File: config.mk
export PLATFORM = sky130hd
export DESIGN_NAME = otc_core
export DESIGN_NICKNAME = d
export VERILOG_FILES = /design/src/pkg/otc_pkg.sv /design/src/hw/otc_osc.sv /design/src/hw/otc_ratediv.sv /design/src/hw/otc_core.sv
export VERILOG_INCLUDE_DIRS = /design/src /design/src/pkg
export SDC_FILE = /design/constraint.sdc
export NUM_CORES = 1
export LEC_CHECK = 0
export BUFFER_PORTS_ARGS = -buffer_cell sky130_fd_sc_hd__buf_2
export CAP_MARGIN = 20
export CORE_MARGIN = 1
export CORE_UTILIZATION = 30
export CTS_CLUSTER_DIAMETER = 120
export DETAILED_ROUTE_END_ITERATION = 10
export PLACE_DENSITY = 0.4
export SLEW_MARGIN = 20
export SYNTH_ARGS = -nofsm -noshare
export SYNTH_HDL_FRONTEND = slang
export SYNTH_SLANG_ARGS = --single-unit
File: constraint.sdc
create_clock -name clk_i -period 4.7 [get_ports clk_i]
set_clock_uncertainty 0.2 [all_clocks]
set_input_delay 0.235 -clock clk_i [delete_from_list [all_inputs] [get_ports clk_i]]
set_output_delay 0.235 -clock clk_i [all_outputs]
set_load 0.05 [all_outputs]
File: src/pkg/otc_map.svh
// Register offsets, field positions, reset values and timing counts of the oscillator trim block.
// Assumes inclusion by bare name from design files.
`ifndef OTC_MAP_SVH
`define OTC_MAP_SVH

`define OTC_OFF_IDENT      8'h08
`define OTC_OFF_CALRES     8'h0A
`define OTC_OFF_SRST       8'h0F
`define OTC_OFF_SLOW       8'h18
`define OTC_OFF_FAST       8'h1A
`define OTC_OFF_CALCTL     8'h30
`define OTC_OFF_CLKCTL     8'h32
`define OTC_OFF_RATE       8'h40
`define OTC_OFF_SLEW       8'h41
`define OTC_OFF_FRATE      8'h44
`define OTC_OFF_MODE       8'h45
`define OTC_OFF_FSTAT      8'h49
`define OTC_OFF_FDATA      8'h60

`define OTC_BIT_SRST       0
`define OTC_BIT_SLOW_EN    7
`define OTC_BIT_FAST_EN_A  3
`define OTC_BIT_FAST_EN_B  11
`define OTC_BIT_CAL_GO     5
`define OTC_BIT_FLUSH      15
`define OTC_MODE_SAMPLE    4'h8
`define OTC_MODE_IDLE      4'h0
`define OTC_RATE_50HZ      4'h8
`define OTC_DIV_50HZ       16'h0280
`define OTC_SLOW_TRIM_RST  6'h20
`define OTC_FAST_TRIM_RST  8'h80
`define OTC_CLKCTL_RST     16'h0040
`define OTC_CAL_SLOW_PER   2
`define OTC_CAL_MAX        12'hFFF
`define OTC_SLOW_HZ        32000
`define OTC_FAST_HZ        32000000
`define OTC_CLK_HZ         200000000

`endif

File: src/pkg/otc_pkg.sv
// Types of the oscillator trim block.
// Assumes otc_map.svh supplies the numeric constants.
package otc_pkg;
  typedef enum logic [2:0] {
    OTC_CAL_IDLE = 3'b001,
    OTC_CAL_ARM  = 3'b010,
    OTC_CAL_RUN  = 3'b100
  } otc_cal_state_t;
endpackage : otc_pkg

File: src/hw/otc_osc.sv
// Trimmable oscillator model: a phase accumulator on the system clock.
// Assumes trim and enable come from logic on the same clock.
`timescale 1ns/1ps
`default_nettype none
module otc_osc #(
  parameter int TRIM_W = 6,
  parameter int ACC_W  = 32,
  parameter logic [31:0] BASE_INC = 32'h0000_0001,
  parameter logic [31:0] STEP_INC = 32'h0000_0001
) (
  // Clock and reset
  input  wire logic              clk_i,
  input  wire logic              resetn_i,
  // Control
  input  wire logic              enable_i,
  input  wire logic [TRIM_W-1:0] trim_i,
  // Output tick, one cycle per oscillator period
  output logic                   tick_o
);
  if (TRIM_W < 1 || TRIM_W > 16 || ACC_W != 32)
  begin : g_bad_param
    $error("otc_osc: bad parameters");
  end

  typedef struct packed {
    logic [ACC_W-1:0] acc;
    logic             tick;
  } otc_osc_state_t;

  otc_osc_state_t st;
  otc_osc_state_t next_st;
  logic [ACC_W:0] sum;

  always_comb
  begin
    next_st = st;
    // Larger trim gives a larger step, so a higher frequency; takes effect at once
    sum = {1'b0, st.acc} + {1'b0, BASE_INC} + 33'(STEP_INC * 32'(trim_i));
    if (enable_i)
    begin
      next_st.acc  = sum[ACC_W-1:0];
      next_st.tick = sum[ACC_W];
    end
    else
    begin
      next_st.tick = 1'b0;
    end
  end

  always_ff @(posedge clk_i or negedge resetn_i)
  begin
    if (!resetn_i)
      st <= '0;
    else
      st <= next_st;
  end

  assign tick_o = st.tick;
endmodule : otc_osc
`default_nettype wire

File: src/hw/otc_ratediv.sv
// Output rate divider: counts slow ticks and pulses once per sample period.
// Assumes ticks come from the slow oscillator on the same clock.
`timescale 1ns/1ps
`default_nettype none
module otc_ratediv #(
  parameter int CNT_W = 16
) (
  // Clock and reset
  input  wire logic             clk_i,
  input  wire logic             resetn_i,
  // Control
  input  wire logic             run_i,
  input  wire logic             tick_i,
  input  wire logic [CNT_W-1:0] div_i,
  // Sample strobe
  output logic                  sample_o
);
  if (CNT_W < 2)
  begin : g_bad_width
    $error("otc_ratediv: bad width");
  end

  typedef struct packed {
    logic [CNT_W-1:0] cnt;
    logic             smp;
  } otc_div_state_t;

  otc_div_state_t st;
  otc_div_state_t next_st;

  always_comb
  begin
    next_st     = st;
    next_st.smp = 1'b0;
    if (!run_i)
      next_st.cnt = '0;
    else if (tick_i)
    begin
      // Sample period derived from slow clock ticks
      if (st.cnt + 1'b1 >= div_i)
      begin
        next_st.cnt = '0;
        next_st.smp = 1'b1;
      end
      else
        next_st.cnt = st.cnt + 1'b1;
    end
  end

  always_ff @(posedge clk_i or negedge resetn_i)
  begin
    if (!resetn_i)
      st <= '0;
    else
      st <= next_st;
  end

  assign sample_o = st.smp;
endmodule : otc_ratediv
`default_nettype wire

File: src/hw/otc_core.sv
// Oscillator trim and calibration core with its register file.
// Assumes a register port decoded upstream from the serial link, one access per strobe.
`timescale 1ns/1ps
`default_nettype none
`include "otc_map.svh"
module otc_core #(
  parameter logic [11:0] PART_ID  = 12'h5A5, // Arbitrary value
  parameter logic [3:0]  VERSION  = 4'h1,    // Arbitrary value
  parameter int          FIFO_DEPTH = 32
) (
  // Clock and reset
  input  wire logic        clk_i,
  input  wire logic        resetn_i,
  // Register port
  input  wire logic        reg_wr_i,
  input  wire logic        reg_rd_i,
  input  wire logic [7:0]  reg_addr_i,
  input  wire logic [15:0] reg_wdata_i,
  output logic [15:0]      reg_rdata_o,
  output logic             reg_ack_o,
  // Sample source
  input  wire logic [15:0] sample_data_i,
  // Timing outputs
  output logic             sample_o,
  output logic             fast_tick_o,
  output logic             fast_run_o
);
  // Pointers wrap naturally and the byte count fits seven bits
  if (FIFO_DEPTH < 2 || FIFO_DEPTH > 32 || (FIFO_DEPTH & (FIFO_DEPTH - 1)) != 0)
  begin : g_bad_depth
    $error("otc_core: bad FIFO depth");
  end

  localparam int PW = $clog2(FIFO_DEPTH);

  typedef struct packed {
    logic [5:0]            slow_trim;
    logic                  slow_en;
    logic [7:0]            fast_trim;
    logic [15:0]           cal_ctl;
    logic [15:0]           clk_ctl;
    logic [3:0]            rate;
    logic [15:0]           slew;
    logic [15:0]           frate;
    logic [15:0]           mode;
    logic [11:0]           cal_res;
    logic [11:0]           cal_cnt;
    logic [1:0]            cal_per;
    otc_pkg::otc_cal_state_t cal_st;
    logic [FIFO_DEPTH-1:0][15:0] mem;
    logic [PW-1:0]         wp;
    logic [PW-1:0]         rp;
    logic [PW:0]           level;
    logic [15:0]           rdata;
    logic                  ack;
  } otc_core_state_t;

  otc_core_state_t st;
  otc_core_state_t next_st;
  logic            slow_tick;
  logic            fast_tick;
  logic            smp;
  logic            sampling;
  logic            fast_en;
  logic            srst;
  logic [15:0]     div;
  logic [31:0]     div_full;
  logic            push;
  logic            pop;

  assign sampling = st.mode[3:0] == `OTC_MODE_SAMPLE;
  assign fast_en  = st.clk_ctl[`OTC_BIT_FAST_EN_A] & st.clk_ctl[`OTC_BIT_FAST_EN_B];
  assign srst     = reg_wr_i && reg_addr_i == `OTC_OFF_SRST && reg_wdata_i[`OTC_BIT_SRST];

  // Slow ticks per sample: fast rate low byte wins when nonzero, else rate code; code 8 = 640 ticks = 50 Hz
  // Higher rate code runs faster; codes 0 and 1 saturate the divider
  always_comb
  begin
    div_full = (32'(`OTC_DIV_50HZ) << 8) >> st.rate;
    if (st.frate[7:0] != 8'h00)
      div = 16'(32'(st.frate[7:0]) + 32'h0000_000C);
    else if (div_full > 32'h0000_FFFF)
      div = 16'hFFFF;
    else
      div = div_full[15:0];
  end

  otc_osc #(
    .TRIM_W   (6),
    .ACC_W    (32),
    .BASE_INC (32'h000A_3D70),
    .STEP_INC (32'h0000_5000)
  ) u_slow (
    .clk_i    (clk_i),
    .resetn_i (resetn_i),
    .enable_i (st.slow_en),
    .trim_i   (st.slow_trim),
    .tick_o   (slow_tick)
  );

  otc_osc #(
    .TRIM_W   (8),
    .ACC_W    (32),
    .BASE_INC (32'h1999_9999),
    .STEP_INC (32'h0010_0000)
  ) u_fast (
    .clk_i    (clk_i),
    .resetn_i (resetn_i),
    .enable_i (fast_en | sampling),
    .trim_i   (st.fast_trim),
    .tick_o   (fast_tick)
  );

  otc_ratediv #(
    .CNT_W (16)
  ) u_div (
    .clk_i    (clk_i),
    .resetn_i (resetn_i),
    .run_i    (sampling & st.slow_en),
    .tick_i   (slow_tick),
    .div_i    (div),
    .sample_o (smp)
  );

  assign push = smp && st.level != (PW+1)'(FIFO_DEPTH);
  assign pop  = reg_rd_i && reg_addr_i == `OTC_OFF_FDATA && st.level != '0;

  always_comb
  begin
    next_st     = st;
    next_st.ack = 1'b0;
    // Calibration window of two slow periods
    case (st.cal_st)
      otc_pkg::OTC_CAL_IDLE:
      begin
        if (st.cal_ctl[`OTC_BIT_CAL_GO])
          next_st.cal_st = otc_pkg::OTC_CAL_ARM;
      end
      otc_pkg::OTC_CAL_ARM:
      begin
        if (slow_tick)
        begin
          next_st.cal_cnt = '0;
          next_st.cal_per = '0;
          next_st.cal_st  = otc_pkg::OTC_CAL_RUN;
        end
      end
      otc_pkg::OTC_CAL_RUN:
      begin
        if (fast_tick && st.cal_cnt != `OTC_CAL_MAX)
          next_st.cal_cnt = st.cal_cnt + 12'h001;
        if (slow_tick)
        begin
          next_st.cal_per = st.cal_per + 2'h1;
          if (st.cal_per + 2'h1 == 2'(`OTC_CAL_SLOW_PER))
          begin
            next_st.cal_res = st.cal_cnt;
            next_st.cal_st  = otc_pkg::OTC_CAL_IDLE;
          end
        end
      end
      default: next_st.cal_st = otc_pkg::OTC_CAL_IDLE;
    endcase
    if (!st.cal_ctl[`OTC_BIT_CAL_GO])
      next_st.cal_st = otc_pkg::OTC_CAL_IDLE;

    if (push)
    begin
      next_st.mem[st.wp] = sample_data_i;
      next_st.wp         = st.wp + 1'b1;
    end
    if (pop)
      next_st.rp = st.rp + 1'b1;
    next_st.level = st.level + (PW+1)'(push) - (PW+1)'(pop);

    if (reg_rd_i)
    begin
      next_st.ack = 1'b1;
      case (reg_addr_i)
        `OTC_OFF_IDENT:  next_st.rdata = {VERSION, PART_ID};
        `OTC_OFF_CALRES: next_st.rdata = {4'h0, st.cal_res};
        `OTC_OFF_SLOW:   next_st.rdata = {8'h00, st.slow_en, 1'b0, st.slow_trim};
        `OTC_OFF_FAST:   next_st.rdata = {8'h00, st.fast_trim};
        `OTC_OFF_CALCTL: next_st.rdata = st.cal_ctl;
        `OTC_OFF_CLKCTL: next_st.rdata = st.clk_ctl;
        `OTC_OFF_RATE:   next_st.rdata = {12'h000, st.rate};
        `OTC_OFF_SLEW:   next_st.rdata = st.slew;
        `OTC_OFF_FRATE:  next_st.rdata = st.frate;
        `OTC_OFF_MODE:   next_st.rdata = st.mode;
        `OTC_OFF_FSTAT:  next_st.rdata = {1'b0, 7'(st.level * 2), 8'h00};
        `OTC_OFF_FDATA:  next_st.rdata = st.level != '0 ? st.mem[st.rp] : 16'h0000;
        default:         next_st.rdata = 16'h0000;
      endcase
    end

    if (reg_wr_i)
    begin
      next_st.ack = 1'b1;
      case (reg_addr_i)
        `OTC_OFF_SLOW:
        begin
          next_st.slow_trim = reg_wdata_i[5:0];
          next_st.slow_en   = reg_wdata_i[`OTC_BIT_SLOW_EN];
        end
        `OTC_OFF_FAST:   next_st.fast_trim = reg_wdata_i[7:0];
        `OTC_OFF_CALCTL:
        begin
          next_st.cal_ctl = reg_wdata_i;
          if (reg_wdata_i[`OTC_BIT_CAL_GO])
            next_st.cal_st = otc_pkg::OTC_CAL_ARM;
        end
        `OTC_OFF_CLKCTL: next_st.clk_ctl = reg_wdata_i;
        `OTC_OFF_RATE:   next_st.rate    = reg_wdata_i[3:0];
        `OTC_OFF_SLEW:   next_st.slew    = reg_wdata_i;
        `OTC_OFF_FRATE:  next_st.frate   = reg_wdata_i;
        `OTC_OFF_MODE:   next_st.mode    = reg_wdata_i;
        `OTC_OFF_FSTAT:
        begin
          if (reg_wdata_i[`OTC_BIT_FLUSH])
          begin
            next_st.wp    = '0;
            next_st.rp    = '0;
            next_st.level = '0;
          end
        end
        default: ;
      endcase
    end
  end

  always_ff @(posedge clk_i or negedge resetn_i)
  begin
    if (!resetn_i)
    begin
      st           <= '0;
      st.slow_trim <= `OTC_SLOW_TRIM_RST;
      st.fast_trim <= `OTC_FAST_TRIM_RST;
      st.clk_ctl   <= `OTC_CLKCTL_RST;
      st.rate      <= `OTC_RATE_50HZ;
      st.cal_st    <= otc_pkg::OTC_CAL_IDLE;
    end
    else if (srst)
    begin
      // Immediate return to defaults, no acknowledge
      st           <= '0;
      st.slow_trim <= `OTC_SLOW_TRIM_RST;
      st.fast_trim <= `OTC_FAST_TRIM_RST;
      st.clk_ctl   <= `OTC_CLKCTL_RST;
      st.rate      <= `OTC_RATE_50HZ;
      st.cal_st    <= otc_pkg::OTC_CAL_IDLE;
    end
    else
      st <= next_st;
  end

  assign reg_rdata_o = st.rdata;
  assign reg_ack_o   = st.ack;
  assign sample_o    = smp;
  assign fast_tick_o = fast_tick;
  assign fast_run_o  = fast_en | sampling;
endmodule : otc_core
`default_nettype wire

==> impl_metrics.tcl <==
set metrics [dict create \
    r2r_cells 14 \
    ys.flop_type "dfrtp_1" \
    path_class "reg -> reg" \
    ys.warnings.count 0 \
    die-area_um2 130000 \
    rsz0062_at_grt "false" \
    finalPower_mw 17.6 \
    whs_path_depth 3 \
    drive_gt1_share_pct 12.0 \
    grt_overflow_total 0 \
    path_clk_slew_ns 0.06 \
    ant_nets 0 \
    initial_core_util_pct 30.2 \
    layout.nets 4241 \
    hold_viol_final 0 \
    die_width_um 360 \
    antenna_found_initial 3 \
    timing_max_transition_violations_final 0 \
    rows 131 \
    cts_tree "built" \
    maxCapViolCount 0 \
    vdd_drop_max_uv 227 \
    synth_top_cell_area_share_pct 48.6 \
    vias 29269 \
    min_from "sample_data_i[11]" \
    gp_congestion 0.797 \
    cpPeakStageDelay_ns 0.54 \
    synth-seq-cells 752 \
    critPathLaunchType "flip-flop" \
    worstMarginPinSlew_ns 1.00 \
    antenna_cells 0 \
    crit_arrival_ns 4.16 \
    ys_types 73 \
    netlist_area_um2 38500 \
    viasPerCell 5.02 \
    ioPinCount 64 \
    synthArstFlopShare_pct 100 \
    hp-class "in -> reg" \
    yosysSeqAreaShare_pct 48.9 \
    ctsResizeCount 0 \
    setup_viol 0 \
    die_y_um 360 \
    p_leak_nw 18.6 \
    relSlewSlack_pct 33.2 \
    cts.sinks 752 \
    synth_compound_area_share_pct 13.2 \
    clock_tree.root_cell "clkbuf_16" \
    fin_hold_ws_ns 0.0301 \
    min_to "st[124]" \
    cp_cell_sequence "ha_1 -> ha_1 -> inv_1 -> fa_1 -> inv_1 -> ha_1 -> ha_1 -> and3_1 -> a31oi_1 -> o211a_1 -> o21ai_1 -> a21oi_1 -> and3b_1 -> xor2_1" \
    io_buffer_count 63 \
    syn_nets 4265 \
    final_util_pct 34.5 \
    core_area_um2 127000 \
    cts_setup_buffers 0 \
    synthMuxAreaShare_pct 10.9 \
    synth_top_family_by_area "simple AND/OR/NAND/NOR gates" \
    wirelength_mm 127 \
    reg2reg_from "st[668]" \
    post-route-period-util_pct 81.3 \
    crit_fanout 5 \
    grt_pass1_wl_mm 196 \
    period_needed_ns 3.82 \
    yosys.area.top_type "dfrtp_1" \
    cp.required_ns 5.04 \
    r2r_setup_slack_ns 0.88 \
    syn_to_final_growth_pct 14.0 \
    max_freq_mhz 262 \
    gr-usage-all-layers_pct 19.7 \
    cts_htree_levels 3 \
    cts-buffers-inserted 93 \
    synth_cells 4116 \
    synth_edf_count 0 \
    reg2reg_to "u_slow.st[26]" \
    cts_max_path_buffers 3 \
    wl_per_cell_um 21.9 \
    insertion_delay_ns 0.67 \
    powerDensity_nw_per_um2 402 \
    grt_max_degree 194 \
    synth-xor-area-share_pct 1.93 \
    drt_pass1_iterations 5 \
    dp_hpwl_mm 80.0 \
    fin_setup_tns_ns 0 \
    drc 0 \
    avgSynthCellArea_um2 9.35 \
    end_kind "flip-flop" \
    grt_pass1_vias 29603 \
    synth_adder_area_share_pct 3.47 \
    cp_slowest_cell "fa_1" \
    critPathMostFrequentCell "ha_1" \
    status "complete, no violations" \
    synthSimpleGateAreaFrac_pct 17.3 \
    synthTopCellsByArea "dfrtp_1 49%, nand2_1 13%, mux4_2 9.4%" \
    first_iter_violations 2332 \
]
## worst max-delay path by stage
stage / start / to / slack (ns) / cells after the start
floorplan: st[668] / u_slow.st[26] / 1.21 / 14
global placement: st[670] / u_slow.st[26] / 0.84 / 14
detailed placement: st[670] / u_slow.st[26] / 0.82 / 14
CTS: st[668] / u_slow.st[26] / 0.83 / 14
global route: st[592] / u_div.st[14] / 0.54 / 16
finish: st[668] / u_slow.st[26] / 0.88 / 14
## metal layers
| metal | part of all wire, % | global-route usage, % |
|---|---|---|
| met1 | 48 | 28.1 |
| met2 | 46 | 31.1 |
| met3 | 3.7 | 3.02 |
| met4 | 2.3 | 4.90 |
| met5 | 0 | 0 |
## layout make-up
cell class	count	area [um2]
repair buffers	181	1490
inverters	86	323
fillers	12906	83500
clock buffers	143	2780
flip-flops and latches	752	18800
clock inverters	23	309
well taps	1662	2080
multi-input cells	2978	18100
## repair_timing
item                       in CTS  in global routing
hold endpoints to repair      710                  0
setup endpoints to repair       0                  0
hold buffers                   37                  0
## critical path: cells and delay by family, from the launching register on
kind | cells | cell delay [ns]
flip-flops | 1 | 0.42
AO/OA/AOI/OAI | 4 | 0.84
XOR/XNOR | 1 | 0.13
AND/OR/NAND/NOR | 2 | 0.40
buffers and inverters | 2 | 0.11
adder cells (fa/ha/maj) | 5 | 1.60
## cell usage after synthesis (all sizes together) (18+ instances only)
cell	count
nand2b	21
nand2	1293
mux4	160
a22oi	18
nand3	29
and3	21
xnor2	54
ha	102
inv	85
o21ai	173
dfrtp	747
a21oi	614
nor3	28
clkbuf	190
mux2i	46
xor2	31
nor2	148
a21o	32
buf	110
## placed cells by master (no fill, tap or decap), types with 15 or more instances in the layout
cell / count
nand2_1: 1292
buf_12: 15
dfrtp_1: 743
mux4_2: 160
a22oi_1: 18
clkbuf_16: 93
nor3_1: 22
ha_1: 102
xnor2_1: 54
mux2i_1: 46
o21ai_0: 163
a21o_1: 32
buf_2: 62
a21oi_1: 613
nand3_1: 29
xor2_1: 31
dlygate4sd3_1: 37
nor2_1: 148
buf_4: 66
inv_1: 85
clkbuf_8: 26
and3_1: 21
clkbuf_1: 24
nor2b_1: 16
nand2b_1: 21
## sequential cells by signal (all words and copies together) (netlist names), 16 cells and up
signal       count
u_div.st        16
st             656
reg_rdata_o     16
u_slow.st       28
u_fast.st       32
## cells by family (layout without fill, tap and decap cells)
logic type                 count (synthesis)  after routing
and+or+nand+nor                         1635           1635
AOI/OAI and AO/OA                        934            934
DFF                                      752            752
buffers and inverters                    386            433
muxes                                    219            219
adders and majority gates                105            105
xor gates and xnor gates                  85             85
## report_power, final
group          internal (mW)  switching, mW
logic                   1.28           1.68
registers               6.98          0.355
clock network           4.38           2.97
## metrics by stage
step                      cell area, um2  setup slack, ns  std cells
after floorplan                    38500             1.21       4116
after global placement             40400            0.842       5622
after detailed placement           40400            0.817       5622
after CTS                          43900            0.829       5825
after global routing               43900            0.541       5825
final                              43900            0.879       5825
No activity file was read; power rests on OpenSTA's default activity.
